<file path="config.mk">
export PLATFORM = sky130hd
export DESIGN_NAME = sadc_top
export DESIGN_NICKNAME = d
export VERILOG_FILES = /design/src/common/sadc_pkg.sv /design/src/common/sadc_sar_if.sv /design/src/rtl/sadc_sar.sv /design/src/rtl/sadc_top.sv
export SDC_FILE = /design/constraint.sdc
export NUM_CORES = 1
export LEC_CHECK = 0
export BUFFER_PORTS_ARGS = -buffer_cell sky130_fd_sc_hd__buf_2
export CORE_UTILIZATION = 50
export CTS_CLUSTER_DIAMETER = 80
export CTS_CLUSTER_SIZE = 24
export DETAILED_ROUTE_END_ITERATION = 8
export PLACE_DENSITY_LB_ADDON = 0.1
export SETUP_SLACK_MARGIN = 0.5
export SLEW_MARGIN = 10
export SYNTH_ARGS = -nofsm -noshare
export SYNTH_HDL_FRONTEND = slang
export SYNTH_SLANG_ARGS = --single-unit
</file>
<file path="constraint.sdc">
create_clock -name mclk -period 2.4 [get_ports mclk]
set_clock_uncertainty 0.2 [all_clocks]
set_input_delay 0.48 -clock mclk [delete_from_list [all_inputs] [get_ports mclk]]
set_output_delay 0.48 -clock mclk [all_outputs]
set_load 0.01 [all_outputs]
</file>
<file path="src/common/sadc_pkg.sv">
package sadc_pkg;

  // ----------------------------------------
  // Register map
  // ----------------------------------------
  localparam int ADDR_W = 2;
  localparam logic [1:0] REG_CONTROL = 2'h0;
  localparam logic [1:0] REG_RESULT = 2'h1;

  // ----------------------------------------
  // Control register fields
  // ----------------------------------------
  localparam int BIT_DONE = 7;
  localparam int BIT_START = 6;
  localparam int BIT_CLKSEL = 5;
  localparam int BIT_DISABLE = 4;
  localparam int SEL_HI = 3;
  localparam int SEL_LO = 0;
  localparam logic [7:0] CONTROL_RESET = 8'h00;
  localparam logic [7:0] RESULT_RESET = 8'h00;
  localparam logic [7:0] CH4_WRITE = 8'h04;

  // ----------------------------------------
  // Conversion timing in machine cycles
  // ----------------------------------------
  localparam int CONV_CYCLES = 46;
  localparam int SAMPLE_CYCLES = 4;
  localparam int CODE_BITS = 8;
  localparam int TRIAL_CYCLES = 5;
  localparam int FINISH_CYCLES = CONV_CYCLES - SAMPLE_CYCLES - CODE_BITS * TRIAL_CYCLES;
  localparam int CNT_W = 6;

  typedef enum logic [1:0] {
    SADC_IDLE,
    SADC_SAMPLE,
    SADC_TRIAL,
    SADC_FINISH
  } sadc_state_t;

endpackage

</file>
<file path="src/common/sadc_sar_if.sv">
interface sadc_sar_if;
  logic start;
  logic abort;
  logic cmp_high;
  logic busy;
  logic sampling;
  logic last;
  logic [7:0] dac;
  logic [7:0] code;

  modport eng (
    input start,
    input abort,
    input cmp_high,
    output busy,
    output sampling,
    output last,
    output dac,
    output code
  );

  modport ctl (
    output start,
    output abort,
    output cmp_high,
    input busy,
    input sampling,
    input last,
    input dac,
    input code
  );
endinterface

</file>
<file path="src/rtl/sadc_sar.sv">
module sadc_sar (
  input wire logic mclk,
  input wire logic rst,
  input wire logic ce,
  sadc_sar_if.eng sar
);
  import sadc_pkg::*;

  sadc_state_t state;
  logic [CNT_W-1:0] cnt;
  logic [2:0] bit_idx;
  logic [7:0] trial;

  // ----------------------------------------
  // Phase end detection
  // ----------------------------------------
  logic phase_end;
  always_comb begin
    case (state)
      SADC_SAMPLE: phase_end = (cnt == CNT_W'(SAMPLE_CYCLES - 1));
      SADC_TRIAL: phase_end = (cnt == CNT_W'(TRIAL_CYCLES - 1));
      SADC_FINISH: phase_end = (cnt == CNT_W'(FINISH_CYCLES - 1));
      default: phase_end = 1'b0;
    endcase
  end

  assign sar.last = ce && (state == SADC_FINISH) && phase_end;
  assign trial = sar.cmp_high ? sar.dac : (sar.dac & ~(8'h01 << bit_idx));

  // ----------------------------------------
  // Successive approximation sequence
  // ----------------------------------------
  always_ff @(posedge mclk) begin
    if (rst) begin
      state <= SADC_IDLE;
      cnt <= '0;
      bit_idx <= 3'h7;
      sar.dac <= 8'h00;
      sar.code <= 8'h00;
    end else if (ce) begin
      cnt <= phase_end ? '0 : cnt + CNT_W'(1);
      if (sar.abort) begin
        state <= SADC_IDLE;
        cnt <= '0;
      end else begin
        case (state)
          SADC_IDLE: begin
            cnt <= '0;
            if (sar.start) begin
              state <= SADC_SAMPLE;
            end
          end
          SADC_SAMPLE: begin
            if (phase_end) begin
              state <= SADC_TRIAL;
              bit_idx <= 3'h7;
              sar.dac <= 8'h80;
            end
          end
          SADC_TRIAL: begin
            // Keep the bit while the held input stays above the trial level
            if (phase_end) begin
              sar.dac <= trial | ((bit_idx == 3'h0) ? 8'h00 : (8'h01 << (bit_idx - 3'h1)));
              sar.code <= trial;
              bit_idx <= bit_idx - 3'h1;
              if (bit_idx == 3'h0) begin
                state <= SADC_FINISH;
              end
            end
          end
          SADC_FINISH: begin
            if (phase_end) begin
              state <= SADC_IDLE;
            end
          end
          default: state <= SADC_IDLE;
        endcase
      end
    end
  end

  always_ff @(posedge mclk) begin
    if (rst) begin
      sar.busy <= 1'b0;
      sar.sampling <= 1'b0;
    end else if (ce) begin
      sar.busy <= !sar.abort && ((state == SADC_IDLE) ? sar.start : !sar.last);
      sar.sampling <= !sar.abort && ((state == SADC_IDLE) ? sar.start :
                      (state == SADC_SAMPLE) && !phase_end);
    end
  end
endmodule

</file>
<file path="src/rtl/sadc_top.sv">
// Functional notes
// - Eight inputs muxed, sampled, 8-bit SAR code
// - Control bits 2-0 choose the input channel; bit 3 is stored and read back only
// - Writing 04h selects channel four, clock zero
// - Writing start bit begins a conversion
// - Conversion takes exactly 46 machine cycles
// - Done flag bit 7 set at completion
// - Result register holds the 8-bit code
// - Reading result clears the done flag
// - Stop mode aborts a running conversion
// - Stop mode after completion keeps the result
module sadc_top (
  input wire logic mclk,
  input wire logic rst,
  input wire logic ce,
  input wire logic [sadc_pkg::ADDR_W-1:0] addr,
  input wire logic [7:0] wdata,
  input wire logic wr,
  input wire logic rd,
  output logic [7:0] rdata,
  input wire logic stop_mode,
  input wire logic cmp_pin,
  output logic [2:0] ain_sel,
  output logic ain_enable,
  output logic sample_en,
  output logic [7:0] dac_code,
  output logic busy
);
  import sadc_pkg::*;

  // ----------------------------------------
  // Internal state
  // ----------------------------------------
  sadc_sar_if sar_bus ();

  logic [3:0] channel_select;
  logic clk_select;
  logic analog_input_disable;
  logic conversion_done_flag;
  logic [7:0] conversion_result;
  logic [2:0] cmp_sync;
  logic cmp_stable;

  // ----------------------------------------
  // Access decode
  // ----------------------------------------
  function automatic logic hit(
    input logic strobe,
    input logic [ADDR_W-1:0] a,
    input logic [ADDR_W-1:0] reg_addr
  );
    hit = strobe && (a == reg_addr);
  endfunction

  logic wr_ctrl;
  logic rd_ctrl;
  logic rd_result;
  logic start_ok;
  logic done;

  assign wr_ctrl = hit(wr, addr, REG_CONTROL);
  assign rd_ctrl = hit(rd, addr, REG_CONTROL);
  assign rd_result = hit(rd, addr, REG_RESULT);

  // Start is refused in stop mode and while a conversion runs
  assign start_ok = wr_ctrl && wdata[BIT_START] && !stop_mode && !sar_bus.busy;
  assign done = sar_bus.last && !stop_mode;

  assign sar_bus.start = start_ok;
  assign sar_bus.abort = stop_mode && sar_bus.busy;
  // An agreeing pair counts at once; the held copy only bridges a disagreement
  assign sar_bus.cmp_high = (cmp_sync[1] == cmp_sync[2]) ? cmp_sync[2] : cmp_stable;

  // ----------------------------------------
  // Comparator input synchroniser
  // ----------------------------------------
  // The comparator settles asynchronously; the trial length covers
  // the three-stage latency.
  always_ff @(posedge mclk) begin
    if (rst) begin
      cmp_sync <= 3'h0;
    end else if (ce) begin
      cmp_sync <= {cmp_sync[1:0], cmp_pin};
    end
  end

  always_ff @(posedge mclk) begin
    if (rst) begin
      cmp_stable <= 1'b0;
    end else if (ce && (cmp_sync[1] == cmp_sync[2])) begin
      cmp_stable <= cmp_sync[2];
    end
  end

  // ----------------------------------------
  // Control register fields
  // ----------------------------------------
  always_ff @(posedge mclk) begin
    if (rst) begin
      channel_select <= CONTROL_RESET[SEL_HI:SEL_LO];
      clk_select <= CONTROL_RESET[BIT_CLKSEL];
      analog_input_disable <= CONTROL_RESET[BIT_DISABLE];
    end else if (ce && wr_ctrl) begin
      channel_select <= wdata[SEL_HI:SEL_LO];
      clk_select <= wdata[BIT_CLKSEL];
      analog_input_disable <= wdata[BIT_DISABLE];
    end
  end

  // ----------------------------------------
  // Completion flag
  // ----------------------------------------
  // Completion wins over a result read in the same cycle
  always_ff @(posedge mclk) begin
    if (rst) begin
      conversion_done_flag <= CONTROL_RESET[BIT_DONE];
    end else if (ce) begin
      if (done) begin
        conversion_done_flag <= 1'b1;
      end else if (start_ok) begin
        conversion_done_flag <= 1'b0;
      end else if (rd_result) begin
        conversion_done_flag <= 1'b0;
      end
    end
  end

  // ----------------------------------------
  // Result register
  // ----------------------------------------
  // An aborted conversion leaves the old code, which software must
  // treat as undefined; a finished one is held through stop mode.
  always_ff @(posedge mclk) begin
    if (rst) begin
      conversion_result <= RESULT_RESET;
    end else if (ce && done) begin
      conversion_result <= sar_bus.code;
    end
  end

  // ----------------------------------------
  // Read data
  // ----------------------------------------
  always_ff @(posedge mclk) begin
    if (rst) begin
      rdata <= 8'h00;
    end else if (ce) begin
      if (rd_ctrl) begin
        // Start is a trigger only and never reads back
        rdata <= {conversion_done_flag, 1'b0, clk_select, analog_input_disable, channel_select};
      end else if (rd_result) begin
        rdata <= conversion_result;
      end else begin
        rdata <= 8'h00;
      end
    end
  end

  // ----------------------------------------
  // Analog front-end drive
  // ----------------------------------------
  // Only the low three select bits reach the eight-way mux
  always_ff @(posedge mclk) begin
    if (rst) begin
      ain_sel <= 3'h0;
      ain_enable <= 1'b0;
      sample_en <= 1'b0;
      dac_code <= 8'h00;
      busy <= 1'b0;
    end else if (ce) begin
      ain_sel <= wr_ctrl ? wdata[2:0] : channel_select[2:0];
      ain_enable <= wr_ctrl ? !wdata[BIT_DISABLE] : !analog_input_disable;
      sample_en <= sar_bus.sampling;
      dac_code <= sar_bus.dac;
      busy <= sar_bus.busy;
    end
  end

  sadc_sar u_sar (
    .mclk(mclk),
    .rst(rst),
    .ce(ce),
    .sar(sar_bus.eng)
  );

  // Counts enabled busy cycles since the start was taken
  logic [CNT_W-1:0] run_cnt;
  always_ff @(posedge mclk) begin
    if (rst) begin
      run_cnt <= '0;
    end else if (ce) begin
      if (start_ok) begin
        run_cnt <= '0;
      end else if (sar_bus.busy) begin
        run_cnt <= run_cnt + CNT_W'(1);
      end
    end
  end
endmodule

</file>
==> results.yml, run 1 <==
outcome:
  outcome: "finished clean"
worst_setup_path:
  crit_fanout: 5
  r2r-start: "u_sar.state[1]"
  endpoint_kind: "flop"
  r2r_end: "u_sar.state[0]"
  crit_path_start_kind: "flop"
  critPathArrivalTime_ps: 2270
  path_class: "flop to flop"
  required_ps: 2440
  rrSetupSlack_ps: 170
  worst-r2r-cell-count: 8
global_routing:
  antenna_found_initial: 0
  overflow: 0
  grt_max_degree: 52
  grt_pass1_wl_um: 12080
  grt_pass1_vias: 2500
  track_usage: 0.2373
cells_and_area:
  drive_above_1_share: 0.2657
  multi_input_area_um2: 1912
  fin_cells: 506
  seq_area_um2: 1409
  fillers: 547
  final_core_util: 0.6401
  synthToLayoutAreaGrowth_pct: 23.85
  fin_area_um2: 4041
  diodes: 0
  layout.nets: 453
timing:
  hold_viol: 0
  hold_ws_ps: 169.1
  slew_violations: 0
  finalCriticalPeriod_ps: 2225
  fin_crit_sh: 0.9272
  rsz0062_at_grt: "true"
  max_freq_mhz: 449.4
  tightest_slew_ps: 552.7
  slew_headroom: 0.6315
  fin_setup_tns_ps: 0
  setup_viol: 0
floorplan:
  core-area_um2: 6314
  initial_core_util: 0.5168
  io-pin-count: 39
  die_height_um: 82.79
  die-area_um2: 6853
  num_rows: 29
  die_x_um: 82.79
drt:
  met2WireLength_um: 3590
  antenna_left: 0
  firstDrtPassIters: 4
  drc: 0
  num_vias: 2833
  wl_um: 7654
  dr_wl_met3_um: 269
  wl_met1_um: 3677
  wire_per_inst_um: 15.13
  drtIter0Drc: 125
  avgViaCountPerCell: 5.599
  top_layer_used: "met4"
place:
  io_buffer_count: 37
  hpwlAfterDp_um: 5217
  dp_cells: 478
  gp_congestion: 0.8050
  place_area_um2: 3623
clock_tree:
  htree_num_levels: 3
  clock_latency_ps: 350
  path_clk_slew_ps: 80
  clockBufferDepth: 2
  clock_sinks: 70
  cts_tree: "done"
  numCtsBuffers: 9
  cts_root_buf: "clkbuf_8"
hold_path:
  hold_path_depth: 3
  holdPathEnd: "cmp_sync[0]"
  hp-start: "cmp_pin"
  hp-class: "primary input to flop"
synth:
  seq_area_frac_synth: 0.4294
  yosys_warnings: 0
  ys_ff_latch: 70
  synth_ff_type: "dfxtp_1"
  syn_nets: 403
  syn_inst: 374
  async_flop_share: 0
  syn-cell-area_um2: 3263
  synth_edf_count: 0
  synth_cell_type_count: 45
  syn_avg_cell_area_um2: 8.725
run:
  drv_cap: 0
pwr:
  vdd.ir_drop.worst_mv: 0.4365
  power_density_nw_per_um2: 574.2
  power_leakage_nw: 1.643
==> how the worst max path moves through the flow <==
stage	end	slack, ps	startpoint
5_1_grt	u_sar.state[0]	110	u_sar.state[1]
2_1_floorplan	u_sar.sar.code[4]	230	u_sar.state[1]
3_3_place_gp	conversion_result[1]	120	u_sar.state[1]
3_5_place_dp	conversion_result[1]	60	u_sar.state[1]
6_report	u_sar.state[0]	170	u_sar.state[1]
4_1_cts	u_sar.state[0]	210	u_sar.state[0]
==> routing by layer <==
layer | up-vias | GRT usage
met1 | 1338 | 0.3113
met2 | 62 | 0.3836
met5 | - | 0
li1 | 1420 | -
met4 | 0 | 0.09655
met3 | 13 | 0.04262
==> cells in the final DEF, fill, tap and decap left out, types with 5 or more instances in the layout <==
| cell type | synthesis | layout |
|---|---|---|
| a21oi_1 | 32 | 27 |
| nand2_2 | 0 | 8 |
| nand3_1 | 9 | 9 |
| nand2_1 | 32 | 24 |
| nand3b_1 | 5 | 5 |
| inv_1 | 10 | 8 |
| a21oi_2 | 1 | 6 |
| buf_4 | 1 | 18 |
| mux2i_1 | 42 | 42 |
| ha_1 | 12 | 8 |
| a211oi_1 | 6 | 6 |
| nor2_1 | 58 | 57 |
| dfxtp_1 | 70 | 68 |
| o21ai_0 | 16 | 12 |
| buf_2 | 5 | 37 |
| clkbuf_8 | 0 | 9 |
==> power breakdown <==
part | internal (mW) | switching [mW] | leakage, nW
Sequential | 1.17 | 0.0106 | 0.567
Clock | 0.487 | 0.485 | 0.0931
Combinational | 0.0650 | 0.0991 | 0.982
==> flip-flops by register name, summed over array words and instances, names as in the netlist, 3 cells and up <==
signal and count:
u_sar.cnt 6, u_sar.sar.dac 8, channel_select 4, conversion_result 8, dac_code 8, cmp_sync 3
u_sar.sar.code 8, ain_sel 3, rdata 8, u_sar.bit_idx 3
==> worst max-delay path, stage by stage (launching register included) <==
cell       delay, ps
dfxtp_4          400
inv_4             50
ha_4             150
nor4_4           180
buf_4            170
nand2b_4          70
a2111oi_4        320
o221a_2          280
mux2_4           300
==> layout make-up <==
type / count / share of cell area
Tap cell: 77 / 0.02384
Inverter: 10 / 0.01115
Clock inverter: 6 / 0.01765
Multi-Input combinational cell: 273 / 0.4731
Clock buffer: 10 / 0.03158
Sequential cell: 70 / 0.3486
Timing Repair Buffer: 60 / 0.09412
==> synth_stat cells, types with 5 or more instances <==
master | count | share of area
nand3b_1 | 5 | 0.012
inv_1 | 10 | 0.012
nand2b_1 | 5 | 0.0096
buf_2 | 5 | 0.0077
clkbuf_1 | 12 | 0.014
dfxtp_1 | 70 | 0.43
nor3_1 | 6 | 0.0092
a211oi_1 | 6 | 0.014
o21ai_0 | 16 | 0.025
nand2_1 | 32 | 0.037
ha_1 | 12 | 0.046
a21oi_1 | 32 | 0.049
nand3_1 | 9 | 0.014
nor2_1 | 58 | 0.067
mux2i_1 | 42 | 0.13
==> metrics by stage <==
step / worst slack (ps) / power [mW]
2_1_floorplan: 225.5 / 1.313
3_3_place_gp: 119.1 / 1.360
3_5_place_dp: 59.22 / 1.363
4_1_cts: 207.2 / 2.333
5_1_grt: 114.4 / 2.407
6_report: 174.8 / 2.321
==> timing repair <==
action / 4_1_cts / 5_1_grt
pin swaps: 14 / 3
setup buffers: 10 / 2
gates resized for setup: 30 / 6
hold buffers: 0 / 0
endpoints found under the setup margin: 38 / 38
==> cell families (layout without fill, tap and decap cells) <==
group	after synthesis	after routing	share of synthesized area
AO/OA/AOI/OAI	81	81	0.1530
XOR/XNOR	3	3	0.008054
adder cells (fa/ha/maj)	13	13	0.04908
buffers and inverters	31	86	0.03873
flip-flops	70	70	0.4294
multiplexers	43	43	0.1323
AND/OR/NAND/NOR	133	133	0.1894
(Power assumes the default switching activity.)
==> run 2, diff against run 1 <==
- ABC_AREA: default -> 1
==> results.yml, run 2 <==
pwr:
  power_leakage_nw: 1.903
  p_int_mw: 2.180
  comb_power_share: 0.318
  p_clk_frac: 0.278
  p_seq_frac: 0.404
  power_density_nw_per_um2: 834.1
  p_sw_mw: 1.261
  vdd.ir_drop.worst_mv: 0.6276
  swShare: 0.3665
worst_setup_path:
  rrSetupSlack_ps: 510
  crit_path_start_kind: "flop"
  endpoint_kind: "flop"
  critPathArrivalTime_ps: 1930
  required_ps: 2450
  slowest_stage: "dfxtp_4"
  cp_cell_sequence: "ha_1, nor2_4, nand2_2, nand2_2, nor2_4, and2_4, nand2_8, a21oi_4, nor2_1"
  crit_fanout: 8
  path_class: "flop to flop"
  max_stage_delay_ps: 400
clock_tree:
  cts_root_buf: "clkbuf_8"
  clock_sinks: 70
  clockBufferDepth: 2
  clock_latency_ps: 340
  cts_tree: "done"
  path_clk_slew_ps: 80
  numCtsBuffers: 9
  htree_num_levels: 3
place:
  io_buffer_count: 37
  hpwlAfterDp_um: 5313
  dp_cells: 594
  gp_congestion: 0.8677
timing:
  slew_violations: 0
  fin_crit_sh: 0.7861
  setup_viol: 0
  tightest_slew_ps: 490.7
  finalCriticalPeriod_ps: 1887
  hold_viol: 0
  fin_setup_tns_ps: 0
  max_freq_mhz: 530.0
  rsz0062_at_grt: "true"
  hold_ws_ps: 173.7
  slew_headroom: 0.6728
floorplan:
  die-area_um2: 7276
  die_height_um: 85.30
  initial_core_util: 0.5312
  die_x_um: 85.30
  num_rows: 29
  core-area_um2: 6531
  io-pin-count: 39
drt:
  avgViaCountPerCell: 5.179
  wl_um: 7838
  drtIter0Drc: 177
  num_vias: 3216
  wire_per_inst_um: 12.62
  firstDrtPassIters: 4
  antenna_left: 0
  drc: 0
synth:
  syn_inst: 494
  yosysMostFrequentCell: "nand2_1"
  synth_ff_type: "dfxtp_1"
  ys_ff_latch: 70
  synth_edf_count: 0
  seq_area_frac_synth: 0.4039
  yosys_warnings: 0
  synthTopCellsByArea: "dfxtp_1 40%, nand2_1 12%, nor2_1 6.8%"
  async_flop_share: 0
  synth_top_cell_by_area: "dfxtp_1"
  syn-cell-area_um2: 3470
  syn_nets: 523
  synth_cell_type_count: 35
  synth_top_area_share: 0.4039
  synthTopCellsByCount: "115 x nand2_1, 70 x dfxtp_1, 63 x nor2_1"
  syn_avg_cell_area_um2: 7.023
global_routing:
  antenna_found_initial: 0
  grt_pass1_vias: 2897
  met2_usage: 0.3776
  grt_busiest_layer: "met2"
  track_usage: 0.2274
  grt_use_met3: 0.03502
  grt_max_degree: 53
  use_met1: 0.3007
  grt_pass1_wl_um: 13120
  overflow: 0
cells_and_area:
  fin_cells: 621
  final_common_cell: "nand2_1"
  synthToLayoutAreaGrowth_pct: 18.93
  layout.nets: 568
  drive_above_1_share: 0.2040
  diodes: 0
  layout_common_cells: "113 x nand2_1, 68 x dfxtp_1, 59 x nor2_1, 54 x inv_1, 37 x buf_2"
hold_path:
  hp-class: "primary input to flop"
outcome:
  outcome: "finished clean"
run:
  drv_cap: 0
[run 2: path summary, 6_finish.rpt]
kind,start,to,cells after the start
max,u_sar.state[1],u_sar.sar.code[3],9
min,cmp_pin,cmp_sync[0],3
max reg2reg,u_sar.state[1],u_sar.sar.code[3],9
min reg2reg,u_sar.sar.code[2],u_sar.sar.code[2],2
[run 2: what timing repair did]
action | 4_1_cts | 5_1_grt
hold buffers | 0 | 0
buffers inserted | 7 | 2
endpoints found under the hold margin | 0 | 0
cloned | 1 | 1
pin swaps | 5 | 8
gates resized for setup | 7 | 25
setup endpoints to repair | 28 | 35
[run 2: worst max-delay path: cells and delay by family (launching register included)]
family          cells  cell delay, ps
compound gates      1             130
fa+ha+maj           1             250
flops               1             400
simple gates        7             810
[run 2: area by class of cell]
class	count	area [um^2]
clock buffers	9	123.9
clock inverters	7	73.82
fillers	609	2405
inverters	59	231.5
multi-input cells	347	1878
flip-flops and latches	70	1409
well taps	77	96.34
repair buffers	52	314.1
[run 2: power by group through the flow]
stage          clock network [mW]  registers, mW  logic [mW]
2_1_floorplan                   0           1.37       0.765
5_1_grt                      1.04           1.41        1.23
4_1_cts                     0.980           1.37        1.01
6_report                    0.956           1.39        1.09
3_5_place_dp                    0           1.39       0.927
3_3_place_gp                    0           1.39       0.916
[run 2: cell families after synthesis]
family	after synthesis	synth area share
compound gates	85	0.1342
xor+xnor	3	0.007574
fa+ha+maj	12	0.04327
buf+inv	79	0.09628
flops	70	0.4039
simple gates	245	0.3148
[run 2: through the flow]
stage	area [um^2]	setup WS (ps)	utilization	power, mW
after floorplan	3471	539.5	-	2.136
after global placement	3690	286.5	0.5649	2.304
after detailed placement	3690	259.7	0.5649	2.319
after CTS	3986	484.1	0.6103	3.366
after global routing	4126	409.2	0.6318	3.673
final	4126	513.3	0.6318	3.442
[run 2: per-layer routing]
layer,routed length [um],up-vias
met5,0,-
met1,3733,1466
met2,3670,62
met4,116,0
li1,-,1678
met3,318,10
